===== src/verilog/fdd_cfg.svh =====
// constants for the flexible disk input-line link
// assumes a 10 MHz system clock shared by both ends
`ifndef FDD_CFG_SVH
`define FDD_CFG_SVH
`define CLK_HZ            10000000
`define DIR_SETUP_US      1
// scale by kHz first so the 590 us product stays inside a 32-bit int
`define DIR_SETUP_CYC     (((`CLK_HZ / 1000) * `DIR_SETUP_US + 999) / 1000)
`define ERASE_US          590
`define ERASE_CYC         (((`CLK_HZ / 1000) * `ERASE_US + 999) / 1000)
`define SIDE_SETTLE_US    100
`define SIDE_SETTLE_CYC   (((`CLK_HZ / 1000) * `SIDE_SETTLE_US + 999) / 1000)
`define STEP_LOW_CYC      10
`define STEP_HIGH_CYC     10
`define READY_INDEX_MIN   3
`define LOW_CUR_TRACK     44
`define FILTER_TRACK      60
`define LAST_TRACK        76
`define FIFO_DEPTH        16
`endif


===== src/verilog/fdd_pkg.sv =====
// types shared by both ends of the disk input-line link
// assumes fdd_cfg.svh is compiled alongside
`default_nettype none
package fdd_pkg;
  typedef enum logic [2:0] {
    cmd_step_in,
    cmd_step_out,
    cmd_side,
    cmd_write,
    cmd_read,
    cmd_load
  } cmd_kind_t;
  typedef struct packed {
    cmd_kind_t  kind;
    logic [7:0] arg;
  } cmd_t;
endpackage
`default_nettype wire

===== src/verilog/fdd_if.sv =====
// the twelve active-low input lines from controller to drive
// assumes one controller drives all lines; the drive only listens
`default_nettype none
interface fdd_if;
  logic [3:0] unit_sel_n;
  logic       direction_n;
  logic       step_n;
  logic       write_data_n;
  logic       write_gate_n;
  logic       side_sel_n;
  logic       inner_track_n;
  logic       head_engage_n;
  logic       activity_n;
  modport host (
    output unit_sel_n, direction_n, step_n, write_data_n, write_gate_n,
    output side_sel_n, inner_track_n, head_engage_n, activity_n
  );
  modport drive (
    input unit_sel_n, direction_n, step_n, write_data_n, write_gate_n,
    input side_sel_n, inner_track_n, head_engage_n, activity_n
  );
endinterface
`default_nettype wire


===== src/verilog/cmd_fifo.sv =====
// parameterised synchronous fifo with valid/ready on both sides
// assumes one clock and a synchronous active-high reset
`default_nettype none
module cmd_fifo #(
  parameter int WIDTH = 11,
  parameter int DEPTH = 16
) (
  // system
  input  wire logic             clk,
  input  wire logic             sys_rst,
  // fill side
  input  wire logic [WIDTH-1:0] in_data,
  input  wire logic             in_valid,
  output logic                  in_ready,
  // drain side
  output logic [WIDTH-1:0]      out_data,
  output logic                  out_valid,
  input  wire logic             out_ready
);
  localparam int AW = $clog2(DEPTH);
  logic [WIDTH-1:0] mem_ff [DEPTH];
  logic [AW-1:0]    wr_ff, nxt_wr, rd_ff, nxt_rd;
  logic [AW:0]      cnt_ff, nxt_cnt;
  logic             push, pop;
  always_comb begin
    push    = in_valid && in_ready;
    pop     = out_valid && out_ready;
    nxt_wr  = push ? ((int'(wr_ff) == DEPTH-1) ? '0 : wr_ff + 1'b1) : wr_ff;
    nxt_rd  = pop ? ((int'(rd_ff) == DEPTH-1) ? '0 : rd_ff + 1'b1) : rd_ff;
    nxt_cnt = cnt_ff + (AW+1)'(push) - (AW+1)'(pop);
  end
  always_ff @(posedge clk) begin
    if (sys_rst) begin
      wr_ff  <= '0;
      rd_ff  <= '0;
      cnt_ff <= '0;
    end else begin
      wr_ff  <= nxt_wr;
      rd_ff  <= nxt_rd;
      cnt_ff <= nxt_cnt;
    end
  end
  always_ff @(posedge clk) begin
    if (push) begin
      mem_ff[wr_ff] <= in_data;
    end
  end
  assign in_ready  = int'(cnt_ff) != DEPTH;
  assign out_valid = cnt_ff != '0;
  assign out_data  = mem_ff[rd_ff];
endmodule
`default_nettype wire


===== src/verilog/fdd_host.sv =====
// controller end: queues user commands and drives the input lines
// assumes the drive end samples lines through two flip-flops
`include "fdd_cfg.svh"
`default_nettype none
module fdd_host
  import fdd_pkg::*;
#(
  parameter int ERASE_CYC = `ERASE_CYC
) (
  // system
  input  wire logic       clk,
  input  wire logic       sys_rst,
  // user command port
  input  wire logic [1:0] unit,
  input  wire cmd_t       cmd,
  input  wire logic       cmd_valid,
  output logic            cmd_ready,
  input  wire logic       activity,
  output logic            busy,
  // line side
  fdd_if.host             lines
);
  typedef enum logic [2:0] {
    st_idle, st_dir, st_low, st_high, st_wr, st_settle
  } state_t;
  cmd_t        fifo_cmd;
  logic        fifo_valid, fifo_ready;
  state_t      st_ff, nxt_st;
  logic [12:0] cnt_ff, nxt_cnt;
  logic [7:0]  left_ff, nxt_left;
  logic [6:0]  track_ff, nxt_track;
  logic [3:0]  sel_ff, nxt_sel;
  logic        dir_ff, nxt_dir, step_ff, nxt_step, wd_ff, nxt_wd, wg_ff, nxt_wg;
  logic        side_ff, nxt_side, inner_ff, nxt_inner, load_ff, nxt_load;
  logic        act_ff, busy_ff, nxt_busy;

  cmd_fifo #(.WIDTH($bits(cmd_t)), .DEPTH(`FIFO_DEPTH)) u_fifo (
    .clk      (clk),
    .sys_rst  (sys_rst),
    .in_data  (cmd),
    .in_valid (cmd_valid),
    .in_ready (cmd_ready),
    .out_data (fifo_cmd),
    .out_valid(fifo_valid),
    .out_ready(fifo_ready)
  );

  always_comb begin
    nxt_st = st_ff; nxt_cnt = cnt_ff; nxt_left = left_ff; nxt_track = track_ff;
    nxt_sel = sel_ff; nxt_dir = dir_ff; nxt_step = step_ff; nxt_wd = wd_ff;
    nxt_wg = wg_ff; nxt_side = side_ff; nxt_inner = inner_ff; nxt_load = load_ff;
    nxt_busy = busy_ff;
    fifo_ready = 1'b0;
    case (st_ff)
      st_idle: begin
        nxt_busy = 1'b0;
        if (fifo_valid) begin
          fifo_ready = 1'b1;
          nxt_busy   = 1'b1;
          nxt_sel    = ~(4'h1 << unit); // RULE_03
          case (fifo_cmd.kind)
            cmd_step_in, cmd_step_out: begin
              nxt_dir  = (fifo_cmd.kind == cmd_step_out); // RULE_05
              nxt_left = fifo_cmd.arg;
              nxt_cnt  = 13'(`DIR_SETUP_CYC); // RULE_07
              nxt_st   = (fifo_cmd.arg == 8'h00) ? st_idle : st_dir;
            end
            cmd_side: begin
              nxt_side = ~fifo_cmd.arg[0]; // RULE_11
              nxt_cnt  = 13'(`SIDE_SETTLE_CYC); // RULE_12
              nxt_st   = st_settle;
            end
            cmd_write: begin
              nxt_wg    = 1'b0;
              nxt_left  = fifo_cmd.arg;
              nxt_inner = !(int'(track_ff) >= `LOW_CUR_TRACK); // RULE_13
              nxt_st    = st_wr;
            end
            cmd_read: begin
              nxt_inner = !(int'(track_ff) >= `FILTER_TRACK); // RULE_15
            end
            cmd_load: begin
              nxt_load = ~fifo_cmd.arg[0];
            end
            default: ;
          endcase
        end
      end
      st_dir: begin
        nxt_cnt = cnt_ff - 1'b1;
        if (cnt_ff <= 13'h0001) begin
          nxt_step = 1'b0; // RULE_06
          nxt_cnt  = 13'(`STEP_LOW_CYC);
          nxt_st   = st_low;
        end
      end
      st_low: begin
        nxt_cnt = cnt_ff - 1'b1;
        if (cnt_ff <= 13'h0001) begin
          nxt_step = 1'b1;
          nxt_cnt  = 13'(`STEP_HIGH_CYC);
          if (!dir_ff && int'(track_ff) < `LAST_TRACK) nxt_track = track_ff + 1'b1;
          if (dir_ff && track_ff != 7'h00) nxt_track = track_ff - 1'b1;
          nxt_left = left_ff - 1'b1;
          nxt_st   = st_high;
        end
      end
      st_high: begin
        nxt_cnt = cnt_ff - 1'b1;
        if (cnt_ff <= 13'h0001) begin
          nxt_cnt = 13'(`DIR_SETUP_CYC);
          nxt_st  = (left_ff == 8'h00) ? st_idle : st_dir;
        end
      end
      st_wr: begin
        // one flux reversal per two cycles, arg counts reversals
        nxt_wd = ~wd_ff; // RULE_08
        if (!wd_ff) begin
          nxt_left = left_ff - 1'b1;
          if (left_ff <= 8'h01) begin
            nxt_wd = 1'b1;
            nxt_wg = 1'b1;
            nxt_cnt = 13'(ERASE_CYC); // RULE_10
            nxt_st = st_settle;
          end
        end
      end
      st_settle: begin
        nxt_cnt = cnt_ff - 1'b1;
        if (cnt_ff <= 13'h0001) nxt_st = st_idle;
      end
      default: nxt_st = st_idle;
    endcase
  end

  always_ff @(posedge clk) begin
    if (sys_rst) begin
      st_ff <= st_idle; cnt_ff <= '0; left_ff <= '0; track_ff <= '0;
      sel_ff <= 4'hf; dir_ff <= 1'b1; step_ff <= 1'b1; wd_ff <= 1'b1;
      wg_ff <= 1'b1; side_ff <= 1'b1; inner_ff <= 1'b1; load_ff <= 1'b1;
      act_ff <= 1'b1; busy_ff <= 1'b0;
    end else begin
      st_ff <= nxt_st; cnt_ff <= nxt_cnt; left_ff <= nxt_left; track_ff <= nxt_track;
      sel_ff <= nxt_sel; dir_ff <= nxt_dir; step_ff <= nxt_step; wd_ff <= nxt_wd;
      wg_ff <= nxt_wg; side_ff <= nxt_side; inner_ff <= nxt_inner; load_ff <= nxt_load;
      act_ff <= ~activity; busy_ff <= nxt_busy; // RULE_01
    end
  end

  assign lines.unit_sel_n    = sel_ff;
  assign lines.direction_n   = dir_ff;
  assign lines.step_n        = step_ff;
  assign lines.write_data_n  = wd_ff;
  assign lines.write_gate_n  = wg_ff;
  assign lines.side_sel_n    = side_ff;
  assign lines.inner_track_n = inner_ff;
  assign lines.head_engage_n = load_ff;
  assign lines.activity_n    = act_ff;
  assign busy                = busy_ff;
endmodule
`default_nettype wire


===== src/flat_wrapper.sv =====
// flat-port wrapper written by rule: the top's interface ports become plain ports
module fdd_host_flat import fdd_pkg::*;
#(
  parameter int ERASE_CYC = `ERASE_CYC
)
  (clk, sys_rst, unit, cmd, cmd_valid, cmd_ready, activity, busy, lines_unit_sel_n, lines_direction_n, lines_step_n, lines_write_data_n, lines_write_gate_n, lines_side_sel_n, lines_inner_track_n, lines_head_engage_n, lines_activity_n);
  fdd_if lines_i ();
  input  wire logic clk;
  input  wire logic sys_rst;
  input  wire logic [1:0] unit;
  input  wire cmd_t cmd;
  input  wire logic cmd_valid;
  output logic cmd_ready;
  input  wire logic activity;
  output logic busy;
  output wire logic [$bits(lines_i.unit_sel_n)-1:0] lines_unit_sel_n;
  output wire logic [$bits(lines_i.direction_n)-1:0] lines_direction_n;
  output wire logic [$bits(lines_i.step_n)-1:0] lines_step_n;
  output wire logic [$bits(lines_i.write_data_n)-1:0] lines_write_data_n;
  output wire logic [$bits(lines_i.write_gate_n)-1:0] lines_write_gate_n;
  output wire logic [$bits(lines_i.side_sel_n)-1:0] lines_side_sel_n;
  output wire logic [$bits(lines_i.inner_track_n)-1:0] lines_inner_track_n;
  output wire logic [$bits(lines_i.head_engage_n)-1:0] lines_head_engage_n;
  output wire logic [$bits(lines_i.activity_n)-1:0] lines_activity_n;
  assign lines_unit_sel_n = lines_i.unit_sel_n;
  assign lines_direction_n = lines_i.direction_n;
  assign lines_step_n = lines_i.step_n;
  assign lines_write_data_n = lines_i.write_data_n;
  assign lines_write_gate_n = lines_i.write_gate_n;
  assign lines_side_sel_n = lines_i.side_sel_n;
  assign lines_inner_track_n = lines_i.inner_track_n;
  assign lines_head_engage_n = lines_i.head_engage_n;
  assign lines_activity_n = lines_i.activity_n;
  fdd_host #(.ERASE_CYC(ERASE_CYC)) u_core (.clk(clk), .sys_rst(sys_rst), .unit(unit), .cmd(cmd), .cmd_valid(cmd_valid), .cmd_ready(cmd_ready), .activity(activity), .busy(busy), .lines(lines_i));
endmodule

===== config.mk =====
export PLATFORM = sky130hd
export DESIGN_NAME = fdd_host_flat
export DESIGN_NICKNAME = d
export VERILOG_FILES = /design/src/verilog/fdd_pkg.sv /design/src/verilog/fdd_if.sv /design/src/verilog/cmd_fifo.sv /design/src/verilog/fdd_host.sv /design/src/flat_wrapper.sv
export VERILOG_INCLUDE_DIRS = /design/src /design/src/verilog
export SDC_FILE = /design/constraint.sdc
export NUM_CORES = 1
export LEC_CHECK = 0
export BUFFER_PORTS_ARGS = -buffer_cell sky130_fd_sc_hd__buf_2
export CAP_MARGIN = 10
export CORE_AREA = 2 2 212 162
export DETAILED_ROUTE_END_ITERATION = 8
export DIE_AREA = 0 0 214 164
export SYNTH_ARGS = -nofsm -noshare
export SYNTH_HDL_FRONTEND = slang
export SYNTH_HIERARCHICAL = 1
export SYNTH_SLANG_ARGS = --single-unit

===== constraint.sdc =====
create_clock -name clk -period 5.4 [get_ports clk]
set_clock_uncertainty 0.05 [all_clocks]
set_input_delay 0.27 -clock clk [delete_from_list [all_inputs] [get_ports clk]]
set_output_delay 0.27 -clock clk [all_outputs]
set_load 0.02 [all_outputs]

**After elaboration in Yosys (flattened, before gate mapping)**

Memories as Yosys holds them, arrays and structs flattened. A register that Yosys moved wholly into a read port is not among the register bits.
Cells that the tools add are included.

- Bits in latches: 0
- Memories: 1
- Output and inout port bits: 14
- RAM bits: 176
- Bits in read-only memories: 0
- Input port bits: 17
- Logic and storage cells: 136
- Register bits after elaboration: 57

Memory list:

| memory | depth | bits a word | rd ports | clocked after Yosys merged registers in | wr ports | line | text |
|---|---|---|---|---|---|---|---|
| u_core.u_fifo.mem_ff | 16 | 11 | 1 | 1 | 1 | cmd_fifo.sv:21 | `logic [WIDTH-1:0] mem_ff [DEPTH];` |

- Shift-type cells: 1
- Reduce and logical (&&, ||, !) cells: 33
- Bitwise logic cells: 4
- $mul: 0
- Order comparisons: 5
- Div/mod/pow operators: 0
- Eq/ne operators: 24
- Multiplexer cells: 43
- Add/subtract/negate cells: 8

Operator list:

| operator | count |
|---|---|
| $mux W13 | 4 |
| $pmux W13 S4 | 1 |
| $mux W8 | 4 |
| $pmux W13 S2 | 1 |
| $pmux W8 S3 | 1 |
| $mux W3 | 7 |
| $pmux W3 S6 | 1 |
| $reduce_and A3 Y1 | 6 |
| $logic_not A8 Y1 | 2 |
| $mux W4 | 4 |
| $reduce_and A5 Y1 | 3 |
| $ge A7 B6 Y1 const B | 2 |
| $mux W1 | 14 |
| $mux W7 | 2 |
| $le A13 B1 Y1 const B | 1 |
| $sub A13 B1 Y13 const B | 1 |
| $eq A3 B2 Y1 const B | 4 |
| $eq A3 B3 Y1 const B | 4 |
| $ne A2 B1 Y1 const B | 5 |
| $pmux W3 S3 | 1 |
| $add A4 B1 Y4 const B | 2 |
| $eq A4 B1 Y1 const B | 2 |
| $le A8 B1 Y1 const B | 1 |
| $ne A2 B2 Y1 const B | 4 |
| 26 further kinds | 41 |

**Longest topological paths before layout**

Gate-level depths: netlist of the first run.

- Depth after elaboration: 6
- Gate-level depth with buffers: 17
- Depth with buffers taken out: 16

**By module**

The synthesis of the first run kept the hierarchy.

Modules (own cells, without submodules):

| module | seq. area each (um2) | times used | area an instance (um2) | cells an instance |
|---|---|---|---|---|
| cmd_fifo | 5,625.4 | 1 | 7,652.3 | 378 |
| fdd_host | 880.8 | 1 | 2,735.1 | 345 |

**Worst setup path before layout of the first run**

Ideal clock, no wire load.

- Kind: register -> register
- Start point: register u_core.u_fifo.cnt_ff[3]
- End point: register u_core.u_fifo.cnt_ff[4]
- Required time: 5.233 ns
- Setup time: 0.117 ns
- Stages on the path, launching flop included: 18
- Clock period less this slack: 3.017 ns
- Buffers on the path: 1
- Arrival time: 2.850 ns
- Slack: 2.383 ns
- Cell sequence: dfxtp_1 -> inv_1 -> ha_1 -> or4b_1 -> clkbuf_2 -> nand2_1 -> inv_1 -> nand2_2 -> inv_1 -> ha_1 -> inv_1 -> ha_1 -> inv_1 -> fa_1 -> nor2b_1 -> o21bai_1 -> a21oi_1 -> nor3b_1

- Cells in the longest elaborated chain, start to end: 5
- Elaborated cells between the ends (all ways): 8
- Classes of those cells: add/sub (2); eq/ne (1); mux (2); reduce/logical (3)

RTL lines:

| what | line | text |
|---|---|---|
| from (decl) | cmd_fifo.sv:23 | `logic [AW:0] cnt_ff, nxt_cnt;` |
| from (signal assigned) | cmd_fifo.sv:40 | `cnt_ff <= nxt_cnt;` |
| $reduce_bool A5 Y1 | cmd_fifo.sv:49 | `assign out_valid = cnt_ff != '0;` |
| via u_core.fifo_valid | fdd_host.sv:27 | `logic fifo_valid, fifo_ready;` |
| $mux W1 | fdd_host.sv:57 | `if (fifo_valid) begin` |
| $mux W1 | fdd_host.sv:54 | `case (st_ff)` |
| via u_core.fifo_ready | fdd_host.sv:27 |  |
| $logic_and A1 B1 Y1 | cmd_fifo.sv:27 | `pop = out_valid && out_ready;` |
| $sub A5 B1 Y5 | cmd_fifo.sv:30 | `nxt_cnt = cnt_ff + (AW+1)'(push) - (AW+1)'(pop);` |

The timed path passes the listed nets, and every way through them passes these cells.
A chain may end at the register's enable or synchronous reset.

==> impl_metrics.yaml, run 1 <==
layout:
  multi_input_area_um2: 3580
  mostFrequentLayoutCells: "edfxtp_1, dfxtp_1, nand2_1"
  layout.area.seq_um2: 6510
  diodes: 0
  fill_cells: 3135
  fin_util_pct: 35.5
  instances_no_fill: 1225
  drive_above_1_share_pct: 13.4
  fin_nets: 796
  area.growth.synth_to_final_pct: 12.9
  layout.cells.most_common: "edfxtp_1"
sta:
  rsz0062_at_grt: "no"
  setup_viol: 0
  slew_headroom_pct: 28.0
  tightestPinTransition_ns: 1.08
  period_share_pct: 70.2
  period_needed_ns: 3.79
  max_freq_ghz: 0.264
  tns_ns: 0
  hold_ws_ns: 0.0195
  finalMaxSlewViolations: 0
  hold_violations: 0
worst_setup_path:
  required_ns: 5.78
  cp_top_family: "compound AO/OA/AOI/OAI gates"
  cpMostUsedCell: "o32ai_1"
  slowest_delay_ns: 0.88
  crit_path_start_kind: "flip-flop"
  crit_path_cell_trace: "buf_4, mux4_2, a22oi_1, nand2_1, nor2b_1, o32ai_1, a31oi_2, or2_2, o32ai_1"
  endpoint_kind: "flip-flop"
  worst-path-buf-inv: 1
  crit_type: "reg2reg"
  crit_path_max_fanout: 25
  crit_path_top_delay_cell: "dfxtp_2"
  crit_arrival_ns: 4.17
logic_synthesis:
  synth_warnings: 6
  syn-instance-count: 723
  dominantRegCellSynth: "edfxtp_1"
  syn_nets: 762
  ys_seq_area_share_pct: 62.6
  synth_edf_count: 176
  synth.avg_cell_area_um2: 14.4
  ys_seq_elements: 237
  postSynth.asyncResetShare_pct: 0
  syn_area_um2: 10400
  synth_cell_type_count: 70
floorplanning:
  num_rows: 58
  core_region_area_um2: 33000
  start_util_pct: 31.5
  die_w_um: 214
  die-area_um2: 35100
  die_h_um: 164
  io_pins: 31
hold_path:
  hold_path.class: "in2reg"
power_and_ir_drop:
  p_per_area_nw_per_um2: 494
  p_leak_nw: 3.94
  ir_drop_mv: 0.229
clock_network:
  cts_inserted_buffers: 25
  clock-sinks: 237
  path_clk_slew_ns: 0.06
  insertion_delay_ns: 0.53
  cts_tree: "built"
  post_cts_resized: 0
  hold_buffers: 2
  cts_setup_buffers: 0
  clk_path_buf_depth: 3
  clockRootBuffer: "clkbuf_16"
  cts-htree-levels: 1
job:
  drv_cap: 0
drt:
  ant_nets: 0
  drtIter0Drc: 570
  firstDrtPassIters: 5
  wl_um: 23600
  wl_per_cell_um: 19.3
  drc: 0
  via_per_inst: 5.21
  vias: 6384
place:
  io_buffers: 30
  dpl.cell_count: 1178
  dp_hpwl_um: 14600
  place_congestion: 0.750
global_route:
  grt_pass1_wl_um: 36200
  grt_remaining_overflow: 0
  grt_pass1_vias: 6166
  antenna_found_initial: 1
  grt_max_degree: 50
  grt.total_usage_pct: 13.3
outcome:
  status: "completed"
==> cell type report <==
type	count	share of cell area, %
clock buffer	35	5.83
clock inverter	10	0.480
inverter	27	0.864
multi-input combinational	426	30.6
sequential	237	55.5
tap	450	4.80
timing repair buffer	40	1.96
==> per-layer routing <==
| layer | GRT usage [%] | wire, um | vias to the layer above |
|---|---|---|---|
| li1 | - | - | 2933 |
| met1 | 19.2 | 11300 | 3248 |
| met2 | 21.0 | 10700 | 174 |
| met3 | 2.41 | 1320 | 27 |
| met4 | 2.83 | 318 | 2 |
| met5 | 0 | 12 | - |
==> path summary, 6_finish.rpt <==
path                startpoint                    endpoint  slack (ns)  depth (start not counted)
min reg2reg  u_core/cnt_ff[10]           u_core/cnt_ff[10]        0.43                          2
max                  flip-flop           u_core/left_ff[6]        1.61                          9
min                    unit[1]  u_core/lines.unit_sel_n[1]        0.02                          3
max reg2reg          flip-flop           u_core/left_ff[6]        1.61                          9
==> flip-flops by register name, summed over array words and instances, names as in the netlist, 3 cells and up, named ones only <==
signal / flops
u_core/cnt_ff: 13
u_core/u_fifo/rd_ff: 4
u_core/u_fifo/mem_ff: 176
u_core/st_ff: 3
u_core/u_fifo/wr_ff: 4
u_core/left_ff: 8
u_core/track_ff: 7
u_core/u_fifo/cnt_ff: 5
u_core/lines.unit_sel_n: 4
==> power by group <==
| part | internal [mW] | switching, mW |
|---|---|---|
| clock | 0.882 | 0.676 |
| combinational | 0.773 | 1.10 |
| sequential | 2.13 | 0.234 |
| total | 3.78 | 2.01 |
==> cells in the mapped netlist (all sizes together), types with 4 or more instances <==
master | number | area [um^2]
xnor2 | 5 | 43.8
inv | 27 | 101
nor2 | 38 | 143
nor2b | 10 | 62.6
o31ai | 6 | 45.0
mux4 | 44 | 1070
nor3b | 4 | 30.0
dfxtp | 61 | 1220
nand2 | 45 | 171
or3 | 5 | 36.3
clkbuf | 21 | 81.3
nor4 | 7 | 58.8
a211oi | 12 | 90.1
o311ai | 8 | 70.1
buf | 12 | 114
xor2 | 6 | 52.6
nor3 | 16 | 80.1
a22oi | 23 | 173
nand3 | 15 | 75.1
a21oi | 38 | 190
nand2b | 5 | 31.3
ha | 20 | 250
mux2i | 6 | 60.1
and2 | 15 | 93.8
and3 | 10 | 62.6
a21o | 6 | 45.0
or2 | 5 | 31.3
a31oi | 5 | 37.5
o21ai | 23 | 115
o32ai | 5 | 43.8
edfxtp | 176 | 5290
==> through the flow <==
stage / total power, mW / cell area, um^2 / worst slack, ns
after global routing: 6.13 / 11700 / 1.29
final: 5.79 / 11700 / 1.61
after floorplan: 3.78 / 10400 / 2.38
after CTS: 5.82 / 11700 / 1.58
after detailed placement: 4.25 / 11000 / 1.61
after global placement: 4.23 / 11000 / 1.72
==> cell families after synthesis <==
logic type / share of synthesized area [%]
AO/OA/AOI/OAI: 10.4
XOR/XNOR: 0.927
adder cells (fa/ha/maj): 2.79
buffers and inverters: 2.85
flip-flops: 62.6
multiplexers: 10.9
AND/OR/NAND/NOR: 9.48
==> worst reg2reg max path, stage by stage (launching register included) <==
cell     delay [ns]
dfxtp_2        0.88
buf_4          0.41
mux4_2         0.54
a22oi_1        0.18
nand2_1        0.21
nor2b_1        0.20
o32ai_1        0.31
a31oi_2        0.16
or2_2          0.46
o32ai_1        0.29
No activity file was read; power rests on OpenSTA's default activity.
==> run 2: changes to the inputs <==
==> constraint.sdc (replaced) <==
create_clock -name clk -period 3.4 [get_ports clk]
set_clock_uncertainty 0.05 [all_clocks]
set_input_delay 0.17 -clock clk [delete_from_list [all_inputs] [get_ports clk]]
set_output_delay 0.17 -clock clk [all_outputs]
set_load 0.02 [all_outputs]
==> impl_metrics.yaml, run 2 (synthesized netlist as in run 1, its figures left out) <==
worst_setup_path:
  crit_type: "reg2reg"
  crit_arrival_ns: 3.40
  crit_path_start_kind: "flip-flop"
  required_ns: 3.75
  crit_path_max_fanout: 6
  endpoint_kind: "flip-flop"
job:
  drv_cap: 0
clock_network:
  cts-htree-levels: 1
  clock-sinks: 237
  insertion_delay_ns: 0.55
  clockRootBuffer: "clkbuf_16"
  post_cts_resized: 0
  cts_tree: "built"
  cts_setup_buffers: 0
  cts_inserted_buffers: 24
  path_clk_slew_ns: 0.06
  hold_buffers: 16
  clk_path_buf_depth: 3
sta:
  period_needed_ns: 3.05
  tns_ns: 0
  tightestPinTransition_ns: 0.930
  period_share_pct: 89.7
  max_freq_ghz: 0.328
  finalMaxSlewViolations: 0
  slew_headroom_pct: 37.4
  rsz0062_at_grt: "no"
  hold_violations: 0
  setup_viol: 0
place:
  dpl.cell_count: 1200
  place_congestion: 0.791
  io_buffers: 30
  dp_hpwl_um: 15600
drt:
  drc: 0
  ant_nets: 0
  via_per_inst: 5.15
  vias: 6489
  wl_um: 23900
  wl_per_cell_um: 18.9
  drtIter0Drc: 579
  firstDrtPassIters: 5
outcome:
  status: "completed"
floorplanning:
  start_util_pct: 31.5
  die_w_um: 214
  core_region_area_um2: 33000
  die-area_um2: 35100
  die_h_um: 164
  io_pins: 31
  num_rows: 58
layout:
  fin_nets: 831
  area.growth.synth_to_final_pct: 16.7
  largest_register_ffs: 176
  largest-register: "u_core/u_fifo/mem_ff"
  reg.largest.list: "u_core/u_fifo/mem_ff (176), u_core/cnt_ff (13), u_core/left_ff (8)"
  mostFrequentLayoutCells: "edfxtp_1, dfxtp_1, nand2_1"
  drive_above_1_share_pct: 16.7
  diodes: 0
  layout.cells.most_common: "edfxtp_1"
  instances_no_fill: 1259
global_route:
  grt_pass1_vias: 6247
  grt.total_usage_pct: 13.7
  antenna_found_initial: 0
  grt_max_degree: 49
  grt_pass1_wl_um: 37300
  grt_remaining_overflow: 0
power_and_ir_drop:
  p_per_area_nw_per_um2: 795
  p_leak_nw: 4.15
  ir_drop_mv: 0.449
hold_path:
  hold_path.class: "in2reg"
## run 2: changes by cell type in the layout (fill, tap and decap cells not counted), sizes merged
cell,change
buf,+22
inv,+2
clkinvlp,+2
dlygate4sd3,+14
clkbuf,-6
bufinv,+1
clkinv,-1
## run 2: final timing paths
| check | startpoint | endpoint | slack, ns | cells past startpoint |
|---|---|---|---|---|
| worst max-delay path | u_core/u_fifo/cnt_ff[2] | u_core/u_fifo/cnt_ff[4] | 0.35 | 16 |
| worst min-delay path | sys_rst | u_core/cnt_ff[0] | 0.17 | 3 |
| worst max register to register | u_core/u_fifo/cnt_ff[2] | u_core/u_fifo/cnt_ff[4] | 0.35 | 16 |
| worst min register to register | u_core/cnt_ff[10] | u_core/cnt_ff[10] | 0.42 | 2 |
## run 2: layout make-up
type	count	area [um^2]
Multi-Input combinational cell	426	3580
Sequential cell	237	6510
Inverter	27	101
Tap cell	450	563
Fill cell	3122	20900
Clock inverter	14	145
Clock buffer	29	662
Timing Repair Buffer	76	561
## run 2: per-stage QoR
stage / cell area (um^2) / setup slack [ns] / hold WS [ns] / util, % / power, mW
3_3_place_gp: 11200 / 0.448 / 0.279 / 33.8 / 6.95
3_5_place_dp: 11200 / 0.346 / 0.284 / 33.8 / 6.99
5_1_grt: 12100 / 0.0294 / 0.194 / 36.7 / 10.2
2_1_floorplan: 10400 / 0.383 / 0.182 / - / 6.00
6_report: 12100 / 0.351 / 0.170 / 36.7 / 9.64
4_1_cts: 12100 / 0.335 / 0.138 / 36.7 / 9.69
## run 2: worst max-delay path: stages (launching register included)
cell and delay, ns:
dfxtp_1 0.31, inv_1 0.08, ha_1 0.16, or4b_1 0.59, nand2_1 0.14, inv_1 0.07
nand2_2 0.09, inv_1 0.06, ha_1 0.26, inv_1 0.05, ha_1 0.15, inv_1 0.05
fa_1 0.37, nor2b_1 0.16, o21bai_1 0.10, a21oi_1 0.15, nor3b_1 0.06
## run 2: power breakdown
part	internal [mW]	switching (mW)	total, mW
Sequential	3.38	0.252	3.63
Combinational	1.43	1.93	3.35
Clock	1.50	1.16	2.66
Total	6.30	3.34	9.64
## run 2: layer usage
metal / share of wire [%] / GRT usage (%)
met1: 48 / 20.6
met2: 43 / 20.3
met3: 6.7 / 2.80
met4: 1.7 / 2.99
met5: 0 / 0
